**src/verilog/ltw_regs_map.svh**
```systemverilog
/*
  Register offsets, field positions, reset values and timing figures of the
  LIN wakeup-timeout and transmit-ready flag block.
  Assumes a 32-bit Avalon-MM slave port with byte addressing.
*/
`ifndef LTW_REGS_MAP_SVH
`define LTW_REGS_MAP_SVH

// ---------------------------------------------------------------
// Register byte offsets
// ---------------------------------------------------------------
`define LTW_ADDR_W 5
`define LTW_OFF_CTRL 5'h00
`define LTW_OFF_FLAGS 5'h04
`define LTW_OFF_VECT 5'h08
`define LTW_OFF_TXDATA 5'h0C
`define LTW_OFF_INT_STAT 5'h10
`define LTW_OFF_INT_CLR 5'h14
`define LTW_OFF_INT_EN 5'h18

// ---------------------------------------------------------------
// Field positions
// ---------------------------------------------------------------
`define LTW_CTRL_LIN_BIT 0
`define LTW_CTRL_MRST_BIT 1
`define LTW_CTRL_SWREL_BIT 2
`define LTW_FLAG_TOA3_BIT 7
`define LTW_FLAG_TX_BUFFER_READY_FLAG_BIT 8
`define LTW_EVT_TX_BUFFER_READY_FLAG_BIT 0
`define LTW_EVT_TOA3_BIT 1
`define LTW_EVT_W 2

// ---------------------------------------------------------------
// Reset values and vector codes
// ---------------------------------------------------------------
`define LTW_CTRL_RST 3'h0
`define LTW_VEC_NONE 8'h00
`define LTW_VEC_TOA3 8'h0B
`define LTW_VEC_TX_BUFFER_READY_FLAG 8'h0C
`define LTW_WAKE_ROUND 2'h3

// ---------------------------------------------------------------
// Timing
// ---------------------------------------------------------------
`define LTW_CLK_HZ 20000000
`define LTW_TOA3_MS 1500
`define LTW_TMR_W 25

`endif
```
**src/verilog/ltw_pkg.sv**
```systemverilog
/*
  Types shared by the flag block and its bench.
  Assumes the map header supplies all numeric constants.
*/
package ltw_pkg;

  // Control bits written by software
  typedef struct packed {
    logic sw_release;  // Released from software reset when 1
    logic module_reset; // Holds flags in reset when 1
    logic lin_mode;    // LIN mode when 1, compatibility when 0
  } ltw_ctrl_t;

  // Flag outputs toward the rest of the controller
  typedef struct packed {
    logic wake_blocked; // No new wakeup round allowed
    logic toa3;         // Triple-wakeup timeout flag
    logic tx_ready;     // Transmit buffer ready flag
  } ltw_flags_t;

endpackage : ltw_pkg

```
**src/verilog/ltw_flags.sv**
```systemverilog
/*
  Transmit-ready and triple-wakeup-timeout flag logic with an Avalon-MM
  register slave and one level interrupt.
  Assumes one 20 MHz clock; wakeup_sent, synch_break_rx and tx_shift_load
  are one-cycle pulses synchronous to clk from the link logic.
*/
// Implementation choices: the Avalon-MM slave port and the placing of the registers.
`timescale 1ns/10ps
`include "ltw_regs_map.svh"

// Notes on behaviour
// - Compat mode: ready 0 full, 1 free
// - LIN mode: ready 0 buffers full, 1 free
// - Timeout flag never set in compat mode
// - Set flag: three wakeups, 1.5 s, no break
// - Wait 1.5 s before next wakeup round
// - Vector read returning timeout code clears flag
// - Module reset, software reset, system reset clear
// - Write 1 clears flag, 0 leaves it
// - Reads 0 when no timeout occurred
// - Reads 1 once the timeout occurred
module ltw_flags #(
  parameter int unsigned TIMEOUT_CYCLES = `LTW_TOA3_MS * (`LTW_CLK_HZ / 1000)
) (
  input wire logic clk,
  input wire logic arst_n,
  input wire logic [`LTW_ADDR_W-1:0] address,
  input wire logic read,
  input wire logic write,
  input wire logic [31:0] writedata,
  input wire logic [3:0] byteenable,
  output logic [31:0] readdata_q,
  output logic waitrequest_q,
  input wire logic wakeup_sent,
  input wire logic synch_break_rx,
  input wire logic tx_shift_load,
  output ltw_pkg::ltw_flags_t flags_q,
  output logic [7:0] tx_data_q,
  output logic irq_q
);
  import ltw_pkg::*;

  // ---------------------------------------------------------------
  // Constants
  // ---------------------------------------------------------------
  localparam logic [`LTW_TMR_W-1:0] TMR_LAST = `LTW_TMR_W'(TIMEOUT_CYCLES - 1);

  // ---------------------------------------------------------------
  // State
  // ---------------------------------------------------------------
  ltw_ctrl_t ctrl_q;                       // Software control bits
  logic [1:0] wake_cnt_q;                  // Wakeups sent this round
  logic timer_run_q;                       // Expiration timer running
  logic [`LTW_TMR_W-1:0] timer_q;          // Expiration timer count
  logic [`LTW_EVT_W-1:0] int_stat_q;       // Sticky event bits
  logic [`LTW_EVT_W-1:0] int_en_q;         // Event enables

  // ---------------------------------------------------------------
  // Bus decode
  // ---------------------------------------------------------------
  wire req = read | write;                 // Request pending
  wire commit = req & ~waitrequest_q;      // Edge that completes access
  wire wr_go = commit & write;
  wire rd_go = commit & read;
  wire lane0 = byteenable[0];
  wire hit_ctrl = address == `LTW_OFF_CTRL;
  wire hit_flags = address == `LTW_OFF_FLAGS;
  wire hit_vect = address == `LTW_OFF_VECT;
  wire hit_txd = address == `LTW_OFF_TXDATA;
  wire hit_stat = address == `LTW_OFF_INT_STAT;
  wire hit_clr = address == `LTW_OFF_INT_CLR;
  wire hit_en = address == `LTW_OFF_INT_EN;

  // ---------------------------------------------------------------
  // Soft resets and events
  // ---------------------------------------------------------------
  wire soft_rst = ctrl_q.module_reset | ~ctrl_q.sw_release;
  wire lin_act = ctrl_q.lin_mode & ~soft_rst;
  wire third_wake = lin_act & wakeup_sent & ~timer_run_q
                    & (wake_cnt_q == `LTW_WAKE_ROUND - 2'h1);
  wire expire = timer_run_q & (timer_q == TMR_LAST);
  wire toa3_set = expire & lin_act & ~synch_break_rx;
  wire toa3_w1c = wr_go & hit_flags & lane0 & writedata[`LTW_FLAG_TOA3_BIT];
  // Clear judged on the code actually returned, not on the current flag
  wire vect_clr = rd_go & hit_vect & (readdata_q[7:0] == `LTW_VEC_TOA3);
  wire txd_wr = wr_go & hit_txd & lane0;
  wire tx_buffer_ready_flag_set = tx_shift_load & ~flags_q.tx_ready & ~soft_rst;
  wire [`LTW_EVT_W-1:0] evt = {toa3_set, tx_buffer_ready_flag_set};
  wire [`LTW_EVT_W-1:0] int_clr = (wr_go & hit_clr & lane0) ?
                                  writedata[`LTW_EVT_W-1:0] : '0;
  wire [`LTW_EVT_W-1:0] int_stat_d = (int_stat_q & ~int_clr) | evt;
  // Enable value after this edge, so the interrupt follows an enable write
  wire [`LTW_EVT_W-1:0] int_en_d = (wr_go & hit_en & lane0) ?
                                   writedata[`LTW_EVT_W-1:0] : int_en_q;

  // ---------------------------------------------------------------
  // Read mux
  // ---------------------------------------------------------------
  wire [7:0] vect_code = flags_q.toa3 ? `LTW_VEC_TOA3 :
                         (flags_q.tx_ready & int_en_q[`LTW_EVT_TX_BUFFER_READY_FLAG_BIT]) ?
                         `LTW_VEC_TX_BUFFER_READY_FLAG : `LTW_VEC_NONE;
  wire [31:0] flags_word = {23'h0, flags_q.tx_ready, flags_q.toa3, 7'h0};
  wire [31:0] rd_mux = hit_ctrl ? {29'h0, ctrl_q} :
                       hit_flags ? flags_word :
                       hit_vect ? {24'h0, vect_code} :
                       hit_txd ? {24'h0, tx_data_q} :
                       hit_stat ? {30'h0, int_stat_q} :
                       hit_en ? {30'h0, int_en_q} : 32'h0;

  // ---------------------------------------------------------------
  // Bus handshake: one wait cycle per access
  // ---------------------------------------------------------------
  always_ff @(posedge clk or negedge arst_n) begin
    if (!arst_n) begin
      waitrequest_q <= 1'b1;
      readdata_q <= 32'h0;
    end else begin
      waitrequest_q <= ~(req & waitrequest_q);
      // Data taken at the request edge stands at the answer edge
      if (read & waitrequest_q) begin
        readdata_q <= rd_mux;
      end
    end
  end

  // ---------------------------------------------------------------
  // Control and interrupt registers
  // ---------------------------------------------------------------
  always_ff @(posedge clk or negedge arst_n) begin
    if (!arst_n) begin
      ctrl_q <= `LTW_CTRL_RST;
      int_en_q <= '0;
      int_stat_q <= '0;
      irq_q <= 1'b0;
    end else begin
      if (wr_go & hit_ctrl & lane0) begin
        ctrl_q <= writedata[2:0];
      end
      if (wr_go & hit_en & lane0) begin
        int_en_q <= writedata[`LTW_EVT_W-1:0];
      end
      int_stat_q <= int_stat_d;          // Event wins over clear
      irq_q <= |(int_stat_d & int_en_d);
    end
  end

  // ---------------------------------------------------------------
  // Transmit data register
  // ---------------------------------------------------------------
  // The ready flag lives with the other flag fields in one process
  always_ff @(posedge clk or negedge arst_n) begin
    if (!arst_n) begin
      tx_data_q <= 8'h0;
    end else begin
      if (txd_wr & ~soft_rst) begin
        tx_data_q <= writedata[7:0];
      end
    end
  end

  // ---------------------------------------------------------------
  // Wakeup counter and expiration timer
  // ---------------------------------------------------------------
  always_ff @(posedge clk or negedge arst_n) begin
    if (!arst_n) begin
      wake_cnt_q <= 2'h0;
      timer_run_q <= 1'b0;
      timer_q <= '0;
    end else begin
      if (!lin_act | synch_break_rx | expire) begin
        wake_cnt_q <= 2'h0;
        timer_run_q <= 1'b0;
        timer_q <= '0;
      end else if (third_wake) begin
        wake_cnt_q <= `LTW_WAKE_ROUND;
        timer_run_q <= 1'b1;
      // Wakeups arriving while the timer runs are ignored
      end else if (timer_run_q) begin
        timer_q <= timer_q + `LTW_TMR_W'(1);
      end else if (wakeup_sent) begin
        wake_cnt_q <= wake_cnt_q + 2'h1;
      end
    end
  end

  // ---------------------------------------------------------------
  // Flag fields: ready, timeout and wakeup hold-off
  // ---------------------------------------------------------------
  always_ff @(posedge clk or negedge arst_n) begin
    if (!arst_n) begin
      flags_q.tx_ready <= 1'b1;
      flags_q.toa3 <= 1'b0;
      flags_q.wake_blocked <= 1'b0;
    end else begin
      // Soft reset first, then a new character, then a shifter load
      if (soft_rst) begin
        flags_q.tx_ready <= 1'b1;
      end else if (txd_wr) begin
        flags_q.tx_ready <= 1'b0;
      end else if (tx_shift_load) begin
        flags_q.tx_ready <= 1'b1;
      end
      // Soft reset first, then the set, then either clear
      if (soft_rst) begin
        flags_q.toa3 <= 1'b0;
      end else if (toa3_set) begin
        flags_q.toa3 <= 1'b1;
      end else if (toa3_w1c | vect_clr) begin
        flags_q.toa3 <= 1'b0;
      end
      flags_q.wake_blocked <= (third_wake | timer_run_q) & ~expire
                              & lin_act & ~synch_break_rx;
    end
  end
endmodule : ltw_flags

```
**config.mk**
```make
export PLATFORM = sky130hd
export DESIGN_NAME = ltw_flags
export DESIGN_NICKNAME = d
export VERILOG_FILES = /design/src/verilog/ltw_pkg.sv /design/src/verilog/ltw_flags.sv
export VERILOG_INCLUDE_DIRS = /design/src /design/src/verilog
export SDC_FILE = /design/constraint.sdc
export NUM_CORES = 1
export LEC_CHECK = 0
export BUFFER_PORTS_ARGS = -buffer_cell sky130_fd_sc_hd__buf_2
export CAP_MARGIN = 0
export CORE_MARGIN = 3
export CORE_UTILIZATION = 55
export CTS_CLUSTER_DIAMETER = 40
export DETAILED_ROUTE_END_ITERATION = 7
export GPL_TIMING_DRIVEN = 0
export PLACE_DENSITY_LB_ADDON = 0.3
export SLEW_MARGIN = 20
export SYNTH_ARGS = -nofsm -noshare
export SYNTH_HDL_FRONTEND = slang
export SYNTH_SLANG_ARGS = --single-unit
```
**constraint.sdc**
```tcl
create_clock -name clk -period 5.34 [get_ports clk]
set_input_delay 0.801 -clock clk [delete_from_list [all_inputs] [get_ports clk]]
set_output_delay 0.801 -clock clk [all_outputs]
set_load 0.01 [all_outputs]
```
Word-level counts from Yosys, hierarchy flattened
Cells that the tools add are included.
W data, S select, Z words.
{"block": "totals", "ff_bits": 80, "output_inout_bits": 45, "wordCells": 113, "inputBits": 48}
{"block": "classes", "mux": 25, "n_bitwise": 50, "n_eq_ne": 11, "reduce_logical": 10, "n_addsub": 2}
{"operator": "$mux W25", "n": 3}
{"operator": "$and A1 B1 Y1", "n": 32}
{"operator": "$add A25 B1 Y25 const B", "n": 1}
{"operator": "$eq A25 B25 Y1 const B", "n": 1}
{"operator": "$mux W9", "n": 2}
{"operator": "$mux W2", "n": 8}
{"operator": "$mux W8", "n": 2}
{"operator": "$eq A5 B5 Y1 const B", "n": 3}
{"operator": "$eq A5 B4 Y1 const B", "n": 2}
{"operator": "$reduce_bool A3 Y1", "n": 3}
{"operator": "$eq A8 B4 Y1 const B", "n": 1}
{"operator": "$mux W1", "n": 8}
{"operator": "$mux W4", "n": 2}
{"operator": "$not A1 Y1", "n": 8}
{"operator": "$or A1 B1 Y1", "n": 6}
{"operator": "$eq A5 B3 Y1 const B", "n": 1}
{"operator": "$logic_not A5 Y1", "n": 1}
{"operator": "$and A2 B2 Y2", "n": 2}
{"operator": "$reduce_and A2 Y1", "n": 2}
{"operator": "$reduce_bool A2 Y1", "n": 2}
{"operator": "$ne A3 B1 Y1 const B", "n": 1}
{"operator": "$add A2 B1 Y2 const B", "n": 1}
{"operator": "$eq A2 B2 Y1 const B", "n": 1}
{"operator": "$ne A2 B1 Y1 const B", "n": 1}
{"operator": "other kinds (4)", "n": 4}

Longest topological paths before layout
Gate-level depths: netlist of the first run.
{"block": "depth", "ltp_word": 11, "depth_mapped": 7, "mapped_depth_nobuf": 7}

Worst setup path before layout of the first run
Ideal clock, no wire load.
{"block": "synth_timing", "path_kind": "input-to-reg", "startpoint": "in address[3]", "endpoint": "reg tx_data_q[0]", "setup_time_ns": 0.125, "arrival_time_ns": 2.011, "stages": 5, "required_ns": 5.215, "setup_slack_ns": 3.205, "path_buffers": 1, "path_cell_list": "clkbuf_1 -> nand2_1 -> nor2_1 -> nand3_1 -> mux2_2"}
{"block": "synth_between", "elab_chain_cells": 4}
{"item": "from (decl)", "line_no": "ltw_flags.sv:27", "text": "input wire logic [`LTW_ADDR_W-1:0] address,"}
{"item": "$eq A5 B4 Y1 (no source line)"}
{"item": "$and A1 B1 Y1 (2 in series)", "line_no": "ltw_flags.sv:86", "text": "wire txd_wr = wr_go & hit_txd & lane0;"}
{"item": "$and A1 B1 Y1", "line_no": "ltw_flags.sv:155", "text": "if (txd_wr & ~soft_rst) begin"}
{"item": "to (signal assigned)", "line_no": "ltw_flags.sv:156", "text": "tx_data_q <= writedata[7:0];"}
{"item": "to (decl)", "line_no": "ltw_flags.sv:38", "text": "output logic [7:0] tx_data_q,"}
Every way passes these cells.
A chain may end at the register's enable or synchronous reset.

Worst setup path after layout of the first run
{"block": "layout_timing", "startpoint": "in address[3]", "endpoint": "reg tx_data_q[6]"}
Same word-level chain as after synthesis.

==> impl_results.md, run 1 <==
- Vias/cell: 5.38
- Transition time of the tightest slew-check pin: about 0.73 ns
- Most common cell after layout, fill and taps aside: dfrtp_1
- Antenna diodes: 0
- Total standard cell area after synthesis: ~3000 um2
- Total of hold buffers inserted after clock tree synthesis: 0
- Seq/Total Area, Yosys: 0.474
- Total routed wirelength: ~6700 um
- Number of rows created at floorplan: 26
- Pwr dens: between 200 and 300 nW/um2
- Data arrival time of the critical path: 2.56 ns
- TritonCTS clock tree: built
- Fraction of final layout cells sized beyond drive strength 1: 0.264
- Time the worst path needs with I/O delays and setup: approximately 2.3 ns
- Number of standard cells in the layout, taps in and fillers out: around 460
- Post-synth EDFFs: 0
- Gate count after technology mapping: 314
- Buffers inserted during post-CTS setup optimization: 0
- Peak Freq: approximately 0.43 GHz
- Area of the core region: between 5000 and 6000 um2
- Final slew viol count: 0
- Antenna violations before repair: 0
- Number of detailed-routing iterations run before antenna repair: 6
- Total of endpoints with negative setup slack in the final report: 0
- Critical path fanouts, max: 10
- Final period util: 0.440
- Placed Cells: ~450
- Final-stage net count: approximately 440
- Area overhead of the layout relative to synthesis: 22.4%
- Simple-gate share of the synthesized area: 0.241
- Number of buffers inserted during clock tree synthesis: 9
- Post-DP Area: 3400 um2
- Most frequently used flop master after synthesis: dfrtp_1
- Clock latency at the later pin of the worst-skew pair: roughly 0.34 ns
- WS Path Type: input pin to flip-flop
- Sinks on the clock net: 57
- Global-route wire length before repair: 11000 um
- Share of cell area taken by muxes after synthesis: 0.0614
- Count of pins on the block boundary: between 90 and 100
- Number of hold violations in the final report: 0
- Cell at the root of the clock tree: clkbuf_8
- Initial core utilization: 0.580
- Capturing element type of the critical path: flip-flop
- Number of warnings reported in the yosys synthesis log: 0
- Number of vias in the routed layout: 2494
- Post-route ant nets: 0
- Startpoint type of the worst setup path: input pin
- H-Tree Depth: 3
- Outcome: complete, no violations
- Commonest cells after routing, fill and taps aside: dfrtp_1, buf_2, nor2_1
- Total half-perimeter wirelength after legalization and detailed placement: 4580 um
- Total non-filler cell area in the finished layout: ~3700 um2
- Average size of a mapped cell: 9.61 um2
- GPL Wtd Cong: 0.911
- Area fraction in compound gates after synthesis: 0.0755
- RSZ-0062 raised after global routing: no
- Gr usage total: 0.223
- Worst setup timing slack at the placement stage: 2.66 ns
- CTS Buffer Depth: 2
- Hold WC Path Type: flip-flop to flip-flop
- Total congestion overflow after global routing: 0
- Max capacitance violation total: 0
- Xor and xnor area share after synthesis: 0.0581
- Fraction of the mapped netlist area in adder cells: 0.00830
- Data required time at the worst endpoint: around 5.6 ns
- Number of unique standard cell types used by synthesis: 45
- Maximum clock skew at final layout: ~0.012 ns
- Clock slew at reported path FFs: about 0.07 ns
- Sum Neg Setup Slack: 0 ns
- Synth async-reset ratio: 1.00
- IR Drop Worst-Case VDD: roughly 0.00021 V
- Pin count of the biggest net entering global routing: 58
- Port Buffers: 42
- Relative slew slack: 0.512
- Post-layout worst setup margin: around 3 ns
- Lkg Pwr: roughly 1.7 nW
- Area of the die: 6410 um2
- Synth Register Bits: between 50 and 60
- Number of global-route vias before repair: approximately 2.4k
- Vert. Die Dim: 80.1 um
- Largest family of logic cells by synthesized area: simple AND/OR/NAND/NOR gates
- Number of remaining DRC errors: 0
- Wire per inst: between 10 and 15 um
- Die X-Extent: about 80 um
- Number of gates given a new drive strength after cts: 0
- Initial drt markers: approximately 160
## layout make-up
class | count | area, um2
tap | 70 | 87.6
multi-input combinational | 239 | 1430
inverter | 10 | 37.5
fill | 407 | 1510
clock buffer | 11 | 141
timing repair buffer | 42 | 213
sequential | 57 | 1430
buffer | 30 | 206
clock inverter | 5 | 150
## worst paths after layout
path                                           startpoint                        end  slack (ns)  cells past startpoint
worst max-delay path                           address[3]   tx_data_q[6]$_DFFE_PN0P_        2.99                      6
worst min-delay path            readdata_q[8]$_DFFE_PN0P_  readdata_q[8]$_DFFE_PN0P_        0.48                      2
worst max register to register     timer_q[7]$_DFFE_PN0P_     timer_q[5]$_DFFE_PN0P_        3.14                      6
worst min register to register  readdata_q[8]$_DFFE_PN0P_  readdata_q[8]$_DFFE_PN0P_        0.48                      2
max in group asynchronous                          arst_n     timer_q[5]$_DFFE_PN0P_        4.32                      1
min in group asynchronous                          arst_n  readdata_q[4]$_DFFE_PN0P_        0.52                      1
## worst max-delay path, cell delays in order
cell and delay, ns:
buf_2 0.09, clkbuf_1 0.38, nand2_1 0.09, nor2_1 0.32, nand3_1 0.45, mux2_2 0.42
## per-layer routing
| metal | wire length [um] | up-vias | part of all wire | GRT usage |
|---|---|---|---|---|
| li1 | - | 1192 | - | - |
| met1 | 2760 | 1181 | 0.41 | 0.271 |
| met3 | 467 | 13 | 0.070 | 0.0594 |
| met5 | 0 | - | 0 | 0 |
| met2 | 3330 | 108 | 0.50 | 0.379 |
| met4 | 107 | 0 | 0.016 | 0.0811 |
## state kept, by name, indices dropped and copies added (netlist names)
name           count
timer_q           25
readdata_q         9
tx_data_q          8
ctrl_q             3
flags_q            3
int_en_q           2
int_stat_q         2
wake_cnt_q         2
irq_q              1
timer_run_q        1
waitrequest_q      1
## cell families after synthesis
kind of cell / count (synthesis)
AO/OA/AOI/OAI: 35
other: 1
flip-flops: 57
AND/OR/NAND/NOR: 142
multiplexers: 17
buffers and inverters: 40
XOR/XNOR: 20
adder cells (fa/ha/maj): 2
## synthesized netlist by cell type (all sizes together) (8+ instances only)
cell type / number / area share
nand4: 8 / 0.017
inv: 10 / 0.012
o21ai: 14 / 0.027
nor2: 38 / 0.047
xnor2: 13 / 0.038
mux2: 12 / 0.045
nand2: 31 / 0.039
dfrtp: 55 / 0.46
buf: 24 / 0.061
nor4: 9 / 0.021
nand3: 14 / 0.025
## power breakdown
group / switching, mW / total [mW] / internal, mW
Combinational: 0.0394 / 0.0668 / 0.0274
Sequential: 0.00558 / 0.444 / 0.438
Clock: 0.179 / 0.597 / 0.418
## stage by stage
| step | util | hold WS [ns] | power (mW) |
|---|---|---|---|
| final | 0.709 | 0.484 | 1.11 |
| after global routing | 0.709 | 0.501 | 1.14 |
| after CTS | 0.709 | 0.485 | 1.11 |
| after detailed placement | 0.653 | 0.469 | 0.517 |
| after global placement | 0.653 | 0.459 | 0.515 |
| after floorplan | - | 0.461 | 0.490 |
(Power assumes the default switching activity.)
==> inputs of run 2 (changes only) <==
--- a/config.mk
+++ b/config.mk
@@ -9,7 +9,7 @@
 export BUFFER_PORTS_ARGS = -buffer_cell sky130_fd_sc_hd__buf_2
 export CAP_MARGIN = 0
 export CORE_MARGIN = 3
-export CORE_UTILIZATION = 55
+export CORE_UTILIZATION = 46
 export CTS_CLUSTER_DIAMETER = 40
 export DETAILED_ROUTE_END_ITERATION = 7
 export GPL_TIMING_DRIVEN = 0
==> constraint.sdc (replaced) <==
create_clock -name clk -period 1.9 [get_ports clk]
set_input_delay 0.285 -clock clk [delete_from_list [all_inputs] [get_ports clk]]
set_output_delay 0.285 -clock clk [all_outputs]
set_load 0.01 [all_outputs]
==> impl_results.md, run 2 (synthesis results as in run 1) <==
- Transition time of the tightest slew-check pin: 0.708 ns
- Pin count of the biggest net entering global routing: 58
- Total routed wirelength: about 7000 um
- Worst reg2reg path depth: 5
- Initial drt markers: 131
- Outcome: complete, but fails checks
- Start point of the critical path: timer_q[18]$_DFFE_PN0P_
- Cell at the root of the clock tree: clkbuf_8
- Max capacitance violation total: 0
- Final-stage net count: around 470
- Reg-to-reg setup timing slack: -0.03 ns
- Gr usage total: 0.190
- Area of the multi-input gates: ~1500 um2
- Clock slew at reported path FFs: around 0.070 ns
- RSZ-0062 raised after global routing: yes
- Global-route wire length before repair: 11100 um
- Capturing element type of the critical path: flip-flop
- Post-layout worst setup margin: -0.0292 ns
- Antenna diodes: 0
- Relative slew slack: 0.528
- IR Drop Worst-Case VDD: about 0.00037 V
- Die X-Extent: ~87 um
- Number of global-route vias before repair: 2350
- Area of the die: 7570 um2
- Number of hold violations in the final report: 2
- Lkg Pwr: about 1.8 nW
- Vert. Die Dim: just under 90 um
- Violated checks: negative hold slack, negative setup slack
- Most common cell after layout, fill and taps aside: dfrtp_1
- Port Buffers: 42
- Placed Cells: 453
- H-Tree Depth: 3
- Vias/cell: 5.27
- Hold WC Path Type: input pin to asynchronous set/reset pin
- Worst reg2reg path endpoint: timer_q[24]$_DFFE_PN0P_
- CTS Buffer Depth: 2
- Total power: 2.67 mW
- Count of pins on the block boundary: 93
- Data arrival time of the critical path: 2.19 ns
- Min Hold Slack: -0.000519 ns
- Number of rows created at floorplan: 28
- Pwr dens: roughly 680 nW/um2
- Total half-perimeter wirelength after legalization and detailed placement: 4560 um
- Final slew viol count: 0
- Largest reg by FF count: timer_q
- Data required time at the worst endpoint: roughly 2.2 ns
- Number of vias in the routed layout: between 2k and 3k
- Antenna violations before repair: 0
- Final period util: 1.02
- Time the worst path needs with I/O delays and setup: between 1.5 and 2 ns
- Largest registers in the final layout: timer_q (25), readdata_q (9), tx_data_q (8)
- Post-Route Utilization: 0.640
- Area overhead of the layout relative to synthesis: 30.2%
- Post-DP Area: between 3000 and 4000 um2
- Wire per inst: about 14 um
- Number of flip-flops under the largest register name: 25
- Reg-to-reg critical path startpoint: timer_q[18]$_DFFE_PN0P_
- Sequential cell area: roughly 1400 um2
- Commonest cells after routing, fill and taps aside: dfrtp_1, buf_4, buf_2
- Peak Freq: 0.518 GHz
- Number of standard cells in the layout, taps in and fillers out: 495
- Number of remaining DRC errors: 0
- Number of buffers inserted during clock tree synthesis: 9
- Clock latency at the later pin of the worst-skew pair: about 0.34 ns
- Area of the core region: between 6000 and 7000 um2
- Total non-filler cell area in the finished layout: 3930 um2
- Fraction of final layout cells sized beyond drive strength 1: 0.355
- Critical path fanouts, max: 3
- GPL Wtd Cong: roughly 0.87
- WS Path Type: flip-flop to flip-flop
- Sinks on the clock net: 57
- Maximum clock skew at final layout: 0.00695 ns
- Startpoint type of the worst setup path: flip-flop
- Number of detailed-routing iterations run before antenna repair: 5
- Initial core utilization: 0.492
- TritonCTS clock tree: built
- Post-route ant nets: 0
- Total congestion overflow after global routing: 0
- Final-layout fill cell count: 532
- Total of endpoints with negative setup slack in the final report: 14
[run 2: layout make-up]
class,count,area share
buffer,30,0.0526
clock buffer,14,0.0465
clock inverter,2,0.00892
inverter,10,0.00956
multi-input combinational,240,0.390
sequential,57,0.364
tap,75,0.0239
timing repair buffer,67,0.104
[run 2: layer usage]
layer	global-route usage	routed length, um
met2	0.295	3270
met1	0.243	3020
met4	0.0921	171
met3	0.0530	576
met5	0	0
[run 2: what timing repair did]
action / CTS / global route
hold buffers: 0 / 0
endpoints found under the hold margin: 0 / 0
pin swaps: 8 / 7
cloned: 2 / 0
resized for setup: 12 / 15
setup endpoints to repair: 21 / 37
setup buffers: 11 / 13
[run 2: report_power, final]
group | switching (mW) | internal, mW | total [mW]
registers | 0.0159 | 1.23 | 1.25
clock network | 0.487 | 0.748 | 1.23
logic | 0.111 | 0.0782 | 0.190
total | 0.614 | 2.06 | 2.67
[run 2: worst max path at each step]
stage | slack (ns) | to | cells after the start
6_report | -0.03 | timer_q[24]$_DFFE_PN0P_ | 5
5_1_grt | -0.1 | timer_q[20]$_DFFE_PN0P_ | 6
4_1_cts | -0.03 | timer_q[7]$_DFFE_PN0P_ | 6
3_5_place_dp | -0.31 | tx_data_q[3]$_DFFE_PN0P_ | 6
3_3_place_gp | -0.30 | tx_data_q[3]$_DFFE_PN0P_ | 6
2_1_floorplan | 0.01 | timer_q[23]$_DFFE_PN0P_ | 6
[run 2: critical path: stages (launching register included)]
cell and delay (ns):
dfrtp_1 0.42, nand2_2 0.10, or3_4 0.39, or4_4 0.44, or4_4 0.42, o21ai_1 0.08
[run 2: through the flow]
step | setup WS (ns) | TNS, ns
after global placement | -0.302 | -6.07
after floorplan | 0.0114 | 0
after CTS | -0.0323 | -0.300
after detailed placement | -0.313 | -7.01
after global routing | -0.0985 | -1.39
final | -0.0292 | -0.287
